<file path="config.mk">
export PLATFORM = sky130hd
export DESIGN_NAME = sdx_dev_flat
export DESIGN_NICKNAME = d
export VERILOG_FILES = /design/src/sdx_pkg.sv /design/src/sdx_link_if.sv /design/src/sdx_dev.sv /design/src/flat_wrapper.sv
export SDC_FILE = /design/constraint.sdc
export NUM_CORES = 1
export LEC_CHECK = 0
export BUFFER_PORTS_ARGS = -buffer_cell sky130_fd_sc_hd__buf_2
export CELL_PAD_IN_SITES_DETAIL_PLACEMENT = 0
export CELL_PAD_IN_SITES_GLOBAL_PLACEMENT = 2
export CORE_ASPECT_RATIO = 0.6
export CORE_MARGIN = 10
export CORE_UTILIZATION = 43
export CTS_BUF_LIST = sky130_fd_sc_hd__clkbuf_4 sky130_fd_sc_hd__clkbuf_8 sky130_fd_sc_hd__clkbuf_16
export DETAILED_ROUTE_END_ITERATION = 10
export PLACE_DENSITY = 0.85
export SYNTH_ARGS = -nofsm -noshare
export SYNTH_HDL_FRONTEND = slang
export SYNTH_SLANG_ARGS = --single-unit
</file>
<file path="constraint.sdc">
create_clock -name mclk -period 7.5 [get_ports mclk]
set_input_delay 0.75 -clock mclk [delete_from_list [all_inputs] [get_ports mclk]]
set_output_delay 0.75 -clock mclk [all_outputs]
set_load 0.02 [all_outputs]
</file>
<file path="src/sdx_pkg.sv">
// shared constants and types for the converter control and its serial master
package sdx_pkg;
   // serial word layout
   localparam int WORD_W = 16;
   localparam int MAG_W = 14;
   localparam int BIT_W = 5;
   localparam int LOAD_BIT = 15;
   localparam int SIGN_BIT = 15;
   localparam int OVR_BIT = 14;
   localparam int SPLIT_AT = 8;
   // clock ratio field inside the control word
   localparam int DIV_LSB = 7;
   localparam logic [1:0] DIV_BY1 = 2'h0;
   localparam logic [1:0] DIV_BY2 = 2'h1;
   localparam logic [1:0] DIV_BY4 = 2'h2;
   localparam logic [1:0] DIV_LAST2 = 2'h1;
   localparam logic [1:0] DIV_LAST4 = 2'h3;
   // power-up contents of shift and control registers
   localparam logic [WORD_W-1:0] RESET_WORD = 16'h0000;
   // timing: system clock and fastest serial clock
   localparam int MCLK_HZ = 100_000_000;
   localparam int SCLK_MAX_HZ = 2_000_000;
   // least half period rounds up to whole cycles
   localparam int SCLK_HALF_CYC = (MCLK_HZ + 2 * SCLK_MAX_HZ - 1) / (2 * SCLK_MAX_HZ);
   localparam int BYTE_GAP_CYC = 64;
   localparam int CS_GUARD_CYC = 4;
   localparam int RC_HALF_CYC = 50;
   localparam int CONV_TICKS = 16384;
   localparam int TMR_W = 16;
   typedef logic [WORD_W-1:0] sdx_word_t;
endpackage : sdx_pkg

</file>
<file path="src/sdx_link_if.sv">
// serial link between the converter and its master
`timescale 1ns/1ps
interface sdx_link_if;
   logic cs_n;    // select, active low
   logic sclk;    // serial clock, idles low
   logic mosi;    // data into the converter
   logic miso;    // data out of the converter
   logic miso_oe; // converter drives miso while high
   logic busy_n;  // low while a conversion runs

   // converter end
   modport dev
   (
      input cs_n,
      input sclk,
      input mosi,
      output miso,
      output miso_oe,
      output busy_n
   );

   // master end
   modport host
   (
      output cs_n,
      output sclk,
      output mosi,
      input miso,
      input miso_oe,
      input busy_n
   );
endinterface : sdx_link_if

</file>
<file path="src/sdx_dev.sv">
// converter digital control: clock source, divider, counter, static shift register
// Operation
// - sign, overrange, then 14 magnitude bits MSB-first
// - two's complement; negative when inverting input higher
// - overrange flag when magnitude exceeded reference
// - oversampling clock divides source by 1, 2, 4
// - select low: oscillator off, clock pin input
// - select high: oscillator runs, drives clock pin
// - count comparator up/down, load result at end
// - static shift register, serial clock up to 2MHz
// - output bit changes on serial clock fall
// - master samples output on serial clock rise
// - input bit captured on serial clock rise
// - select rising starts conversion if load bit set
// - master keeps select high while busy low
// - select low mid-conversion stops it
// - master uses clock idle low, phase zero
// - without busy, master waits conversion time
// - master may poll busy for ready data
// - two byte bursts, pause unlimited, state kept
// - select stays low across both bytes
// - load bit set copies 15 control bits
// - serial output released while select high
// - previous result shifts out with next control
// - busy low at start, high at end
`timescale 1ns/1ps
module sdx_dev
#(
   parameter int CONV_LEN = sdx_pkg::CONV_TICKS,
   parameter int RC_HALF = sdx_pkg::RC_HALF_CYC,
   parameter int CNT_W = 18
)
(
   input wire logic mclk,
   input wire logic rst_n,
   sdx_link_if.dev link,
   input wire logic osc_source_select,
   input wire logic comp_i,
   input wire logic clk_pin_i,
   output logic clk_pin_o,
   output logic clk_pin_oe,
   output logic [sdx_pkg::WORD_W-2:0] ctrl_o,
   output logic conv_done_o
);
   import sdx_pkg::*;

   typedef enum logic [0:0] {SDX_IDLE, SDX_CONV} sdx_dev_st_e;

   localparam logic signed [CNT_W-1:0] MAG_MAX = CNT_W'((1 << MAG_W) - 1);
   localparam logic signed [CNT_W-1:0] MAG_MIN = -CNT_W'(1 << MAG_W);
   localparam logic [MAG_W-1:0] SAT_POS = {MAG_W{1'b1}};
   localparam logic [MAG_W-1:0] SAT_NEG = {MAG_W{1'b0}};
   localparam logic [TMR_W-1:0] RC_LAST = TMR_W'(RC_HALF - 1);
   localparam logic [CNT_W-1:0] TICK_LAST = CNT_W'(CONV_LEN - 1);

   // clock source group
   logic [TMR_W-1:0] rc_cnt_ff;   // internal oscillator half period timer
   logic [TMR_W-1:0] nxt_rc_cnt;
   logic rc_ff;                   // internal oscillator level
   logic nxt_rc;
   logic src_prev_ff;             // last level of the selected source
   logic nxt_src_prev;
   logic [1:0] div_cnt_ff;        // divider phase
   logic [1:0] nxt_div_cnt;
   logic src_lvl;                 // selected source level
   logic src_rise;                // selected source rising
   logic tick;                    // one oversampling clock

   // serial and conversion group
   sdx_dev_st_e st_ff;
   sdx_dev_st_e nxt_st;
   logic sclk_prev_ff;            // serial clock last cycle
   logic nxt_sclk_prev;
   logic cs_prev_ff;              // select last cycle
   logic nxt_cs_prev;
   logic din_ff;                  // bit taken at the last rise
   logic nxt_din;
   sdx_word_t shreg_ff;           // static i/o shift register
   sdx_word_t nxt_shreg;
   logic [WORD_W-2:0] ctrl_ff;    // control register
   logic [WORD_W-2:0] nxt_ctrl;
   logic signed [CNT_W-1:0] acc_ff; // up/down counter
   logic signed [CNT_W-1:0] nxt_acc;
   logic [CNT_W-1:0] ticks_ff;    // oversampling clocks so far
   logic [CNT_W-1:0] nxt_ticks;
   logic ovr_ff;                  // sticky overrange
   logic nxt_ovr;
   logic done_ff;                 // conversion finished pulse
   logic nxt_done;
   logic sclk_rise;
   logic sclk_fall;
   logic cs_rise;

   // pack a count into the output word, saturating when over range
   function automatic sdx_word_t pack_result(input logic signed [CNT_W-1:0] c,
                                             input logic o);
      logic neg;
      logic [MAG_W-1:0] mag;
      neg = c[CNT_W-1];
      mag = c[MAG_W-1:0];
      if (o)
      begin
         mag = neg ? SAT_NEG : SAT_POS;
      end
      return {neg, o, mag};
   endfunction : pack_result

   // source select and divider ratio decode
   always_comb
   begin
      nxt_rc_cnt = rc_cnt_ff;
      nxt_rc = rc_ff;
      if (!osc_source_select)
      begin
         nxt_rc_cnt = '0;
         nxt_rc = 1'b0;
      end
      else if (rc_cnt_ff == RC_LAST)
      begin
         nxt_rc_cnt = '0;
         nxt_rc = !rc_ff;
      end
      else
      begin
         nxt_rc_cnt = rc_cnt_ff + TMR_W'(1);
      end
      // pin input is synchronous to mclk, so no extra stages
      src_lvl = osc_source_select ? rc_ff : clk_pin_i;
      src_rise = src_lvl && !src_prev_ff;
      nxt_src_prev = src_lvl;
      nxt_div_cnt = src_rise ? div_cnt_ff + 2'h1 : div_cnt_ff;
      // divide by one, two or four
      case (ctrl_ff[DIV_LSB+1:DIV_LSB])
         DIV_BY1: tick = src_rise;
         DIV_BY2: tick = src_rise && (div_cnt_ff[0] == DIV_LAST2[0]);
         DIV_BY4: tick = src_rise && (div_cnt_ff == DIV_LAST4);
         default: tick = src_rise;  // unused code behaves as divide by one
      endcase
   end

   // clock source registers
   always_ff @(posedge mclk or negedge rst_n)
   begin
      if (!rst_n)
      begin
         rc_cnt_ff <= '0;
         rc_ff <= 1'b0;
         src_prev_ff <= 1'b0;
         div_cnt_ff <= 2'h0;
      end
      else
      begin
         rc_cnt_ff <= nxt_rc_cnt;
         rc_ff <= nxt_rc;
         src_prev_ff <= nxt_src_prev;
         div_cnt_ff <= nxt_div_cnt;
      end
   end

   assign clk_pin_o = rc_ff;
   assign clk_pin_oe = osc_source_select;

   // serial shifting and conversion sequencing
   always_comb
   begin
      nxt_st = st_ff;
      nxt_din = din_ff;
      nxt_shreg = shreg_ff;
      nxt_ctrl = ctrl_ff;
      nxt_acc = acc_ff;
      nxt_ticks = ticks_ff;
      nxt_ovr = ovr_ff;
      nxt_done = 1'b0;
      nxt_sclk_prev = link.sclk;
      nxt_cs_prev = link.cs_n;
      // edges only count while selected; level state keeps any pause
      sclk_rise = !link.cs_n && link.sclk && !sclk_prev_ff;
      sclk_fall = !link.cs_n && !link.sclk && sclk_prev_ff;
      cs_rise = link.cs_n && !cs_prev_ff;
      if (sclk_rise)
      begin
         nxt_din = link.mosi;
      end
      if (sclk_fall)
      begin
         nxt_shreg = {shreg_ff[WORD_W-2:0], din_ff};
      end
      case (st_ff)
         SDX_IDLE:
         begin
            if (cs_rise && shreg_ff[LOAD_BIT])
            begin
               nxt_ctrl = shreg_ff[WORD_W-2:0];
               nxt_acc = '0;
               nxt_ticks = '0;
               nxt_ovr = 1'b0;
               nxt_st = SDX_CONV;
            end
         end
         SDX_CONV:
         begin
            if (!link.cs_n)
            begin
               nxt_st = SDX_IDLE;
            end
            else if (tick)
            begin
               nxt_acc = comp_i ? acc_ff + CNT_W'(1) : acc_ff - CNT_W'(1);
               nxt_ticks = ticks_ff + CNT_W'(1);
               if (nxt_acc > MAG_MAX || nxt_acc < MAG_MIN)
               begin
                  nxt_ovr = 1'b1;
               end
               if (ticks_ff == TICK_LAST)
               begin
                  nxt_shreg = pack_result(nxt_acc, nxt_ovr);
                  nxt_done = 1'b1;
                  nxt_st = SDX_IDLE;
               end
            end
         end
         default: nxt_st = SDX_IDLE;
      endcase
   end

   // serial and conversion registers
   always_ff @(posedge mclk or negedge rst_n)
   begin
      if (!rst_n)
      begin
         st_ff <= SDX_IDLE;
         sclk_prev_ff <= 1'b0;
         cs_prev_ff <= 1'b1;
         din_ff <= 1'b0;
         shreg_ff <= RESET_WORD;
         ctrl_ff <= RESET_WORD[WORD_W-2:0];
         acc_ff <= '0;
         ticks_ff <= '0;
         ovr_ff <= 1'b0;
         done_ff <= 1'b0;
      end
      else
      begin
         st_ff <= nxt_st;
         sclk_prev_ff <= nxt_sclk_prev;
         cs_prev_ff <= nxt_cs_prev;
         din_ff <= nxt_din;
         shreg_ff <= nxt_shreg;
         ctrl_ff <= nxt_ctrl;
         acc_ff <= nxt_acc;
         ticks_ff <= nxt_ticks;
         ovr_ff <= nxt_ovr;
         done_ff <= nxt_done;
      end
   end

   assign link.miso = shreg_ff[WORD_W-1];
   assign link.miso_oe = !link.cs_n;
   assign link.busy_n = (st_ff != SDX_CONV);
   assign ctrl_o = ctrl_ff;
   assign conv_done_o = done_ff;
endmodule : sdx_dev

</file>
<file path="src/flat_wrapper.sv">
// flat-port wrapper written by rule: the top's interface ports become plain ports
module sdx_dev_flat import sdx_pkg::*;
#(
   parameter int CONV_LEN = sdx_pkg::CONV_TICKS,
   parameter int RC_HALF = sdx_pkg::RC_HALF_CYC,
   parameter int CNT_W = 18
)
  (mclk, rst_n, osc_source_select, comp_i, clk_pin_i, clk_pin_o, clk_pin_oe, ctrl_o, conv_done_o, link_cs_n, link_sclk, link_mosi, link_miso, link_miso_oe, link_busy_n);
  sdx_link_if link_i ();
  input wire logic mclk;
  input wire logic rst_n;
  input wire logic osc_source_select;
  input wire logic comp_i;
  input wire logic clk_pin_i;
  output logic clk_pin_o;
  output logic clk_pin_oe;
  output logic [sdx_pkg::WORD_W-2:0] ctrl_o;
  output logic conv_done_o;
  input wire logic [$bits(link_i.cs_n)-1:0] link_cs_n;
  input wire logic [$bits(link_i.sclk)-1:0] link_sclk;
  input wire logic [$bits(link_i.mosi)-1:0] link_mosi;
  output wire logic [$bits(link_i.miso)-1:0] link_miso;
  output wire logic [$bits(link_i.miso_oe)-1:0] link_miso_oe;
  output wire logic [$bits(link_i.busy_n)-1:0] link_busy_n;
  assign link_i.cs_n = link_cs_n;
  assign link_i.sclk = link_sclk;
  assign link_i.mosi = link_mosi;
  assign link_miso = link_i.miso;
  assign link_miso_oe = link_i.miso_oe;
  assign link_busy_n = link_i.busy_n;
  sdx_dev #(.CONV_LEN(CONV_LEN), .RC_HALF(RC_HALF), .CNT_W(CNT_W)) u_core (.mclk(mclk), .rst_n(rst_n), .link(link_i), .osc_source_select(osc_source_select), .comp_i(comp_i), .clk_pin_i(clk_pin_i), .clk_pin_o(clk_pin_o), .clk_pin_oe(clk_pin_oe), .ctrl_o(ctrl_o), .conv_done_o(conv_done_o));
endmodule
</file>
==> summary.md <==
| Metric | Value |
|---|---|
| Avg Cell Area, Syn | `9.739 µm²` |
| Async SR Flop Fraction | `between 90% and 100%` |
| Global route overflow | `0` |
| Post-synthesis compound-gate area fraction | `~17%` |
| Number of global-route vias before repair | `between 3000 and 4000` |
| Die Span X | `161.6 µm` |
| Wirelength per Cell | `17.00 µm` |
| Clk pin slew, worst setup/hold paths | `about 60 ps` |
| Post-synthesis simple-gate area fraction | `between 10% and 20%` |
| CTS Root Cell | `clkbuf_16` |
| Synthesis Warnings | `0` |
| Pin slew with the least headroom to its limit | `1133 ps` |
| Global-route wire length before repair | `21000 µm` |
| Period utilization | `53.17%` |
| Post-synth top area share | `about 45%` |
| Insertion delay to the later sink of the worst-skew pair | `350 ps` |
| Residual DRC | `0` |
| Post-Synth Adder-Cell Area | `approximately 5.5%` |
| Synth top area cells | `dfrtp_1, ha_1, xor2_1` |
| Status | `finished clean` |
| Area grow syn2layout | `11.49%` |
| Initial Utilization | `between 40% and 50%` |
| Chip Height | `104.9 µm` |
| Setup slack, reg-to-reg | `4030 ps` |
| Cells after synthesis | `531` |
| CTS tree | `done` |
| Hold buffers post-CTS | `0` |
| Critical path peak fanout | `17` |
| Final worst setup slack | `approximately 3500 ps` |
| Sequential share of the synthesized area | `~45%` |
| Post-CTS repair timing setup buffer count | `0` |
| Share of cells above drive strength 1 | `14.64%` |
| Pre-CTS worst setup slack | `between 3000 and 4000 ps` |
| RSZ-0062 raised after global routing | `no` |
| Critical R2R Capture | `u_core.shreg_ff[13]` |
| Syn Nets | `561` |
| Max Slew Vio Count | `0` |
| Clock buffer count from CTS | `9` |
| Worst Hold Class | `in2async` |
| Power Density | `around 190 mW/mm²` |
| Crit Path Category | `in2reg` |
| Post-synth cell types | `57` |
| Setup TNS | `0 ps` |
| # fillers | `1088` |
| Final Skew | `10.50 ps` |
| 1st-iter DRT viols | `236` |
| Inst Count DP | `705` |
| Clk buf depth | `2` |
| Sink Count | `93` |
| Vias | `around 4000` |
| Synth Flop Type | `dfrtp_1` |
| Final Hold Viols | `0` |
| Finished Layout Cells | `720` |
| FF-to-FF Start | `u_core.acc_ff[0]` |
| # rows | `30` |
| Nets | `586` |
| Synth area leader | `dfrtp_1` |
| Slowest CP cell | `nor3_2` |
| Crit path DAT | `4170 ps` |
| CP Cell Sequence | `buf_2 > inv_1 > ha_1 > and2_1 > a221oi_2 > a21oi_1 > nor4_2 > nor3_4 > o41a_1 > nor3_2 > a21oi_1` |
| Largest net degree at the start of global routing | `61` |
| Max-Cap Viols | `0` |
| Avg Vias per Cell | `around 5.5` |
| DRT antenna net count | `0` |
| CP peak stage delay | `670 ps` |
| Resize count post-CTS | `0` |
| Combinational family with the most area after synthesis | `simple AND/OR/NAND/NOR gates` |
| Count of final setup violators | `0` |
| H-tree depth | `3` |
| Reg2reg path depth | `9` |
| Core region area | `0.01152 mm²` |
| Synth Cell Area | `0.005171 mm²` |
| Port-buffer cells | `28` |
| Post-synthesis mux area share | `roughly 3.9%` |
| Crit start category | `input pin` |
| Tot GR Track Use | `between 10 and 15%` |
| Final Core Density | `50.03%` |
| WP data required | `7680 ps` |
| Minimum clock period after layout | `3987 ps` |
| I/O pin cnt | `29` |
| Peak supply drop | `0.00009955 V` |
| GP Congestion | `0.8102` |
| Slew margin rel. | `24.49%` |
| Total wire length | `approximately 12000 µm` |
| Lkg Pwr | `2.641 nW` |
| Drt first pass iters | `5` |
| Diode count | `0` |
| CP endpoint kind | `flop` |
| HPWL Detailed | `8972 µm` |
| XOR/XNOR Fraction of Synth Area | `around 6.6%` |
| Most frequent CP cell | `a21oi_1` |
| Initial antenna violation count | `0` |
| Synth Register Bits | `93` |
| Die ar. | `0.01696 mm²` |
| Hold_ws | `between 300 and 400 ps` |
| Fmax | `250.8 MHz` |
| Post-synth EDFFs | `0` |
cells in the final DEF (no fill, tap or decap), types with 3 or more instances in the layout:
cell,instances
nor3_1,8
nor2_1,52
buf_4,6
nand4_1,14
a22o_1,4
ha_1,21
a21o_1,9
buf_2,27
nor4b_1,3
or3_1,9
dfrtp_1,92
nand2_1,42
a21oi_1,40
mux2_2,16
and3_1,3
o21ai_0,39
nor2b_1,20
and2_1,7
nand3_1,16
a211oi_1,18
o21ai_1,5
xor2_1,27
inv_1,13
xnor2_1,12
o211ai_1,3
clkbuf_16,9
cell families (layout without fill, tap and decap cells):
| group | count (synthesis) | count (layout) |
|---|---|---|
| AOI/OAI and AO/OA | 139 | 139 |
| adders and majority gates | 22 | 22 |
| and+or+nand+nor | 187 | 187 |
| xor gates and xnor gates | 39 | 39 |
| DFF | 93 | 93 |
| muxes | 18 | 18 |
| buffers and inverters | 33 | 62 |
layout make-up:
type | count | area (µm²) | share of cell area, %
Multi-Input combinational cell | 405 | 2699 | 46.81
Timing Repair Buffer | 33 | 180.2 | 3.125
Clock inverter | 3 | 45.04 | 0.7812
Sequential cell | 93 | 2328 | 40.39
Inverter | 14 | 52.55 | 0.9115
Clock buffer | 12 | 260.3 | 4.514
Tap cell | 160 | 200.2 | 3.472
Yosys cell counts (all sizes together), types with 2 or more instances:
master    n
nand4    14
nand3    16
a21boi    3
nor4      2
a22o      4
o21a      2
o21bai    2
ha       21
clkbuf   12
dfrtp    92
and3      3
and2      7
nor4b     4
inv      14
xor2     27
buf       7
nor3b     3
mux2i     2
nand2    42
o211ai    3
a211oi   20
a2111oi   2
xnor2    12
o21ai    44
mux2     16
or3       9
a21oi    40
nor2b    20
nor2     52
a211o     2
nor3     11
a21o      9
stage by stage:
| stage | power (W) | instance area, µm² |
|---|---|---|
| finish | 0.001090 | 5766 |
| global route | 0.001139 | 5766 |
| CTS | 0.001102 | 5766 |
| detailed placement | 0.0006341 | 5460 |
| global placement | 0.0006295 | 5460 |
| floorplan | 0.0005994 | 5171 |
state kept, by name, summed over array words and instances (netlist names), 2 cells and up:
name / count
u_core.rc_cnt_ff: 16
u_core.acc_ff: 18
u_core.shreg_ff: 16
u_core.div_cnt_ff: 2
u_core.ctrl_o: 15
u_core.ticks_ff: 18
worst max path at each step:
| stage | start | to | slack [ps] | depth (start not counted) |
|---|---|---|---|---|
| global route | comp_i | u_core.shreg_ff[13] | 3220 | 11 |
| global placement | comp_i | u_core.shreg_ff[13] | 3340 | 11 |
| floorplan | comp_i | u_core.shreg_ff[10] | 4070 | 10 |
| finish | comp_i | u_core.shreg_ff[13] | 3510 | 11 |
| CTS | comp_i | u_core.shreg_ff[13] | 3550 | 11 |
| detailed placement | comp_i | u_core.shreg_ff[1] | 3180 | 11 |
report_power, final:
part / switching, W / internal [W]
logic: 0.0000504 / 0.0000344
clock network: 0.000187 / 0.000278
registers: 0.0000179 / 0.000522
total: 0.000255 / 0.000835
routing by layer:
layer / up-vias / share of wire [%] / GRT usage [%]
met5: - / 0 / 0
met4: 0 / 0.74 / 2.911
met3: 9 / 6.8 / 4.310
met2: 85 / 39 / 19.56
met1: 1921 / 53 / 23.21
li1: 1951 / - / -
worst max-delay path: cells and delay by family:
family | cells | cell delay [ps]
buf+inv | 2 | 600
compound gates | 4 | 1030
simple gates | 4 | 1380
fa+ha+maj | 1 | 390
Power figures use the tool's default switching activity.
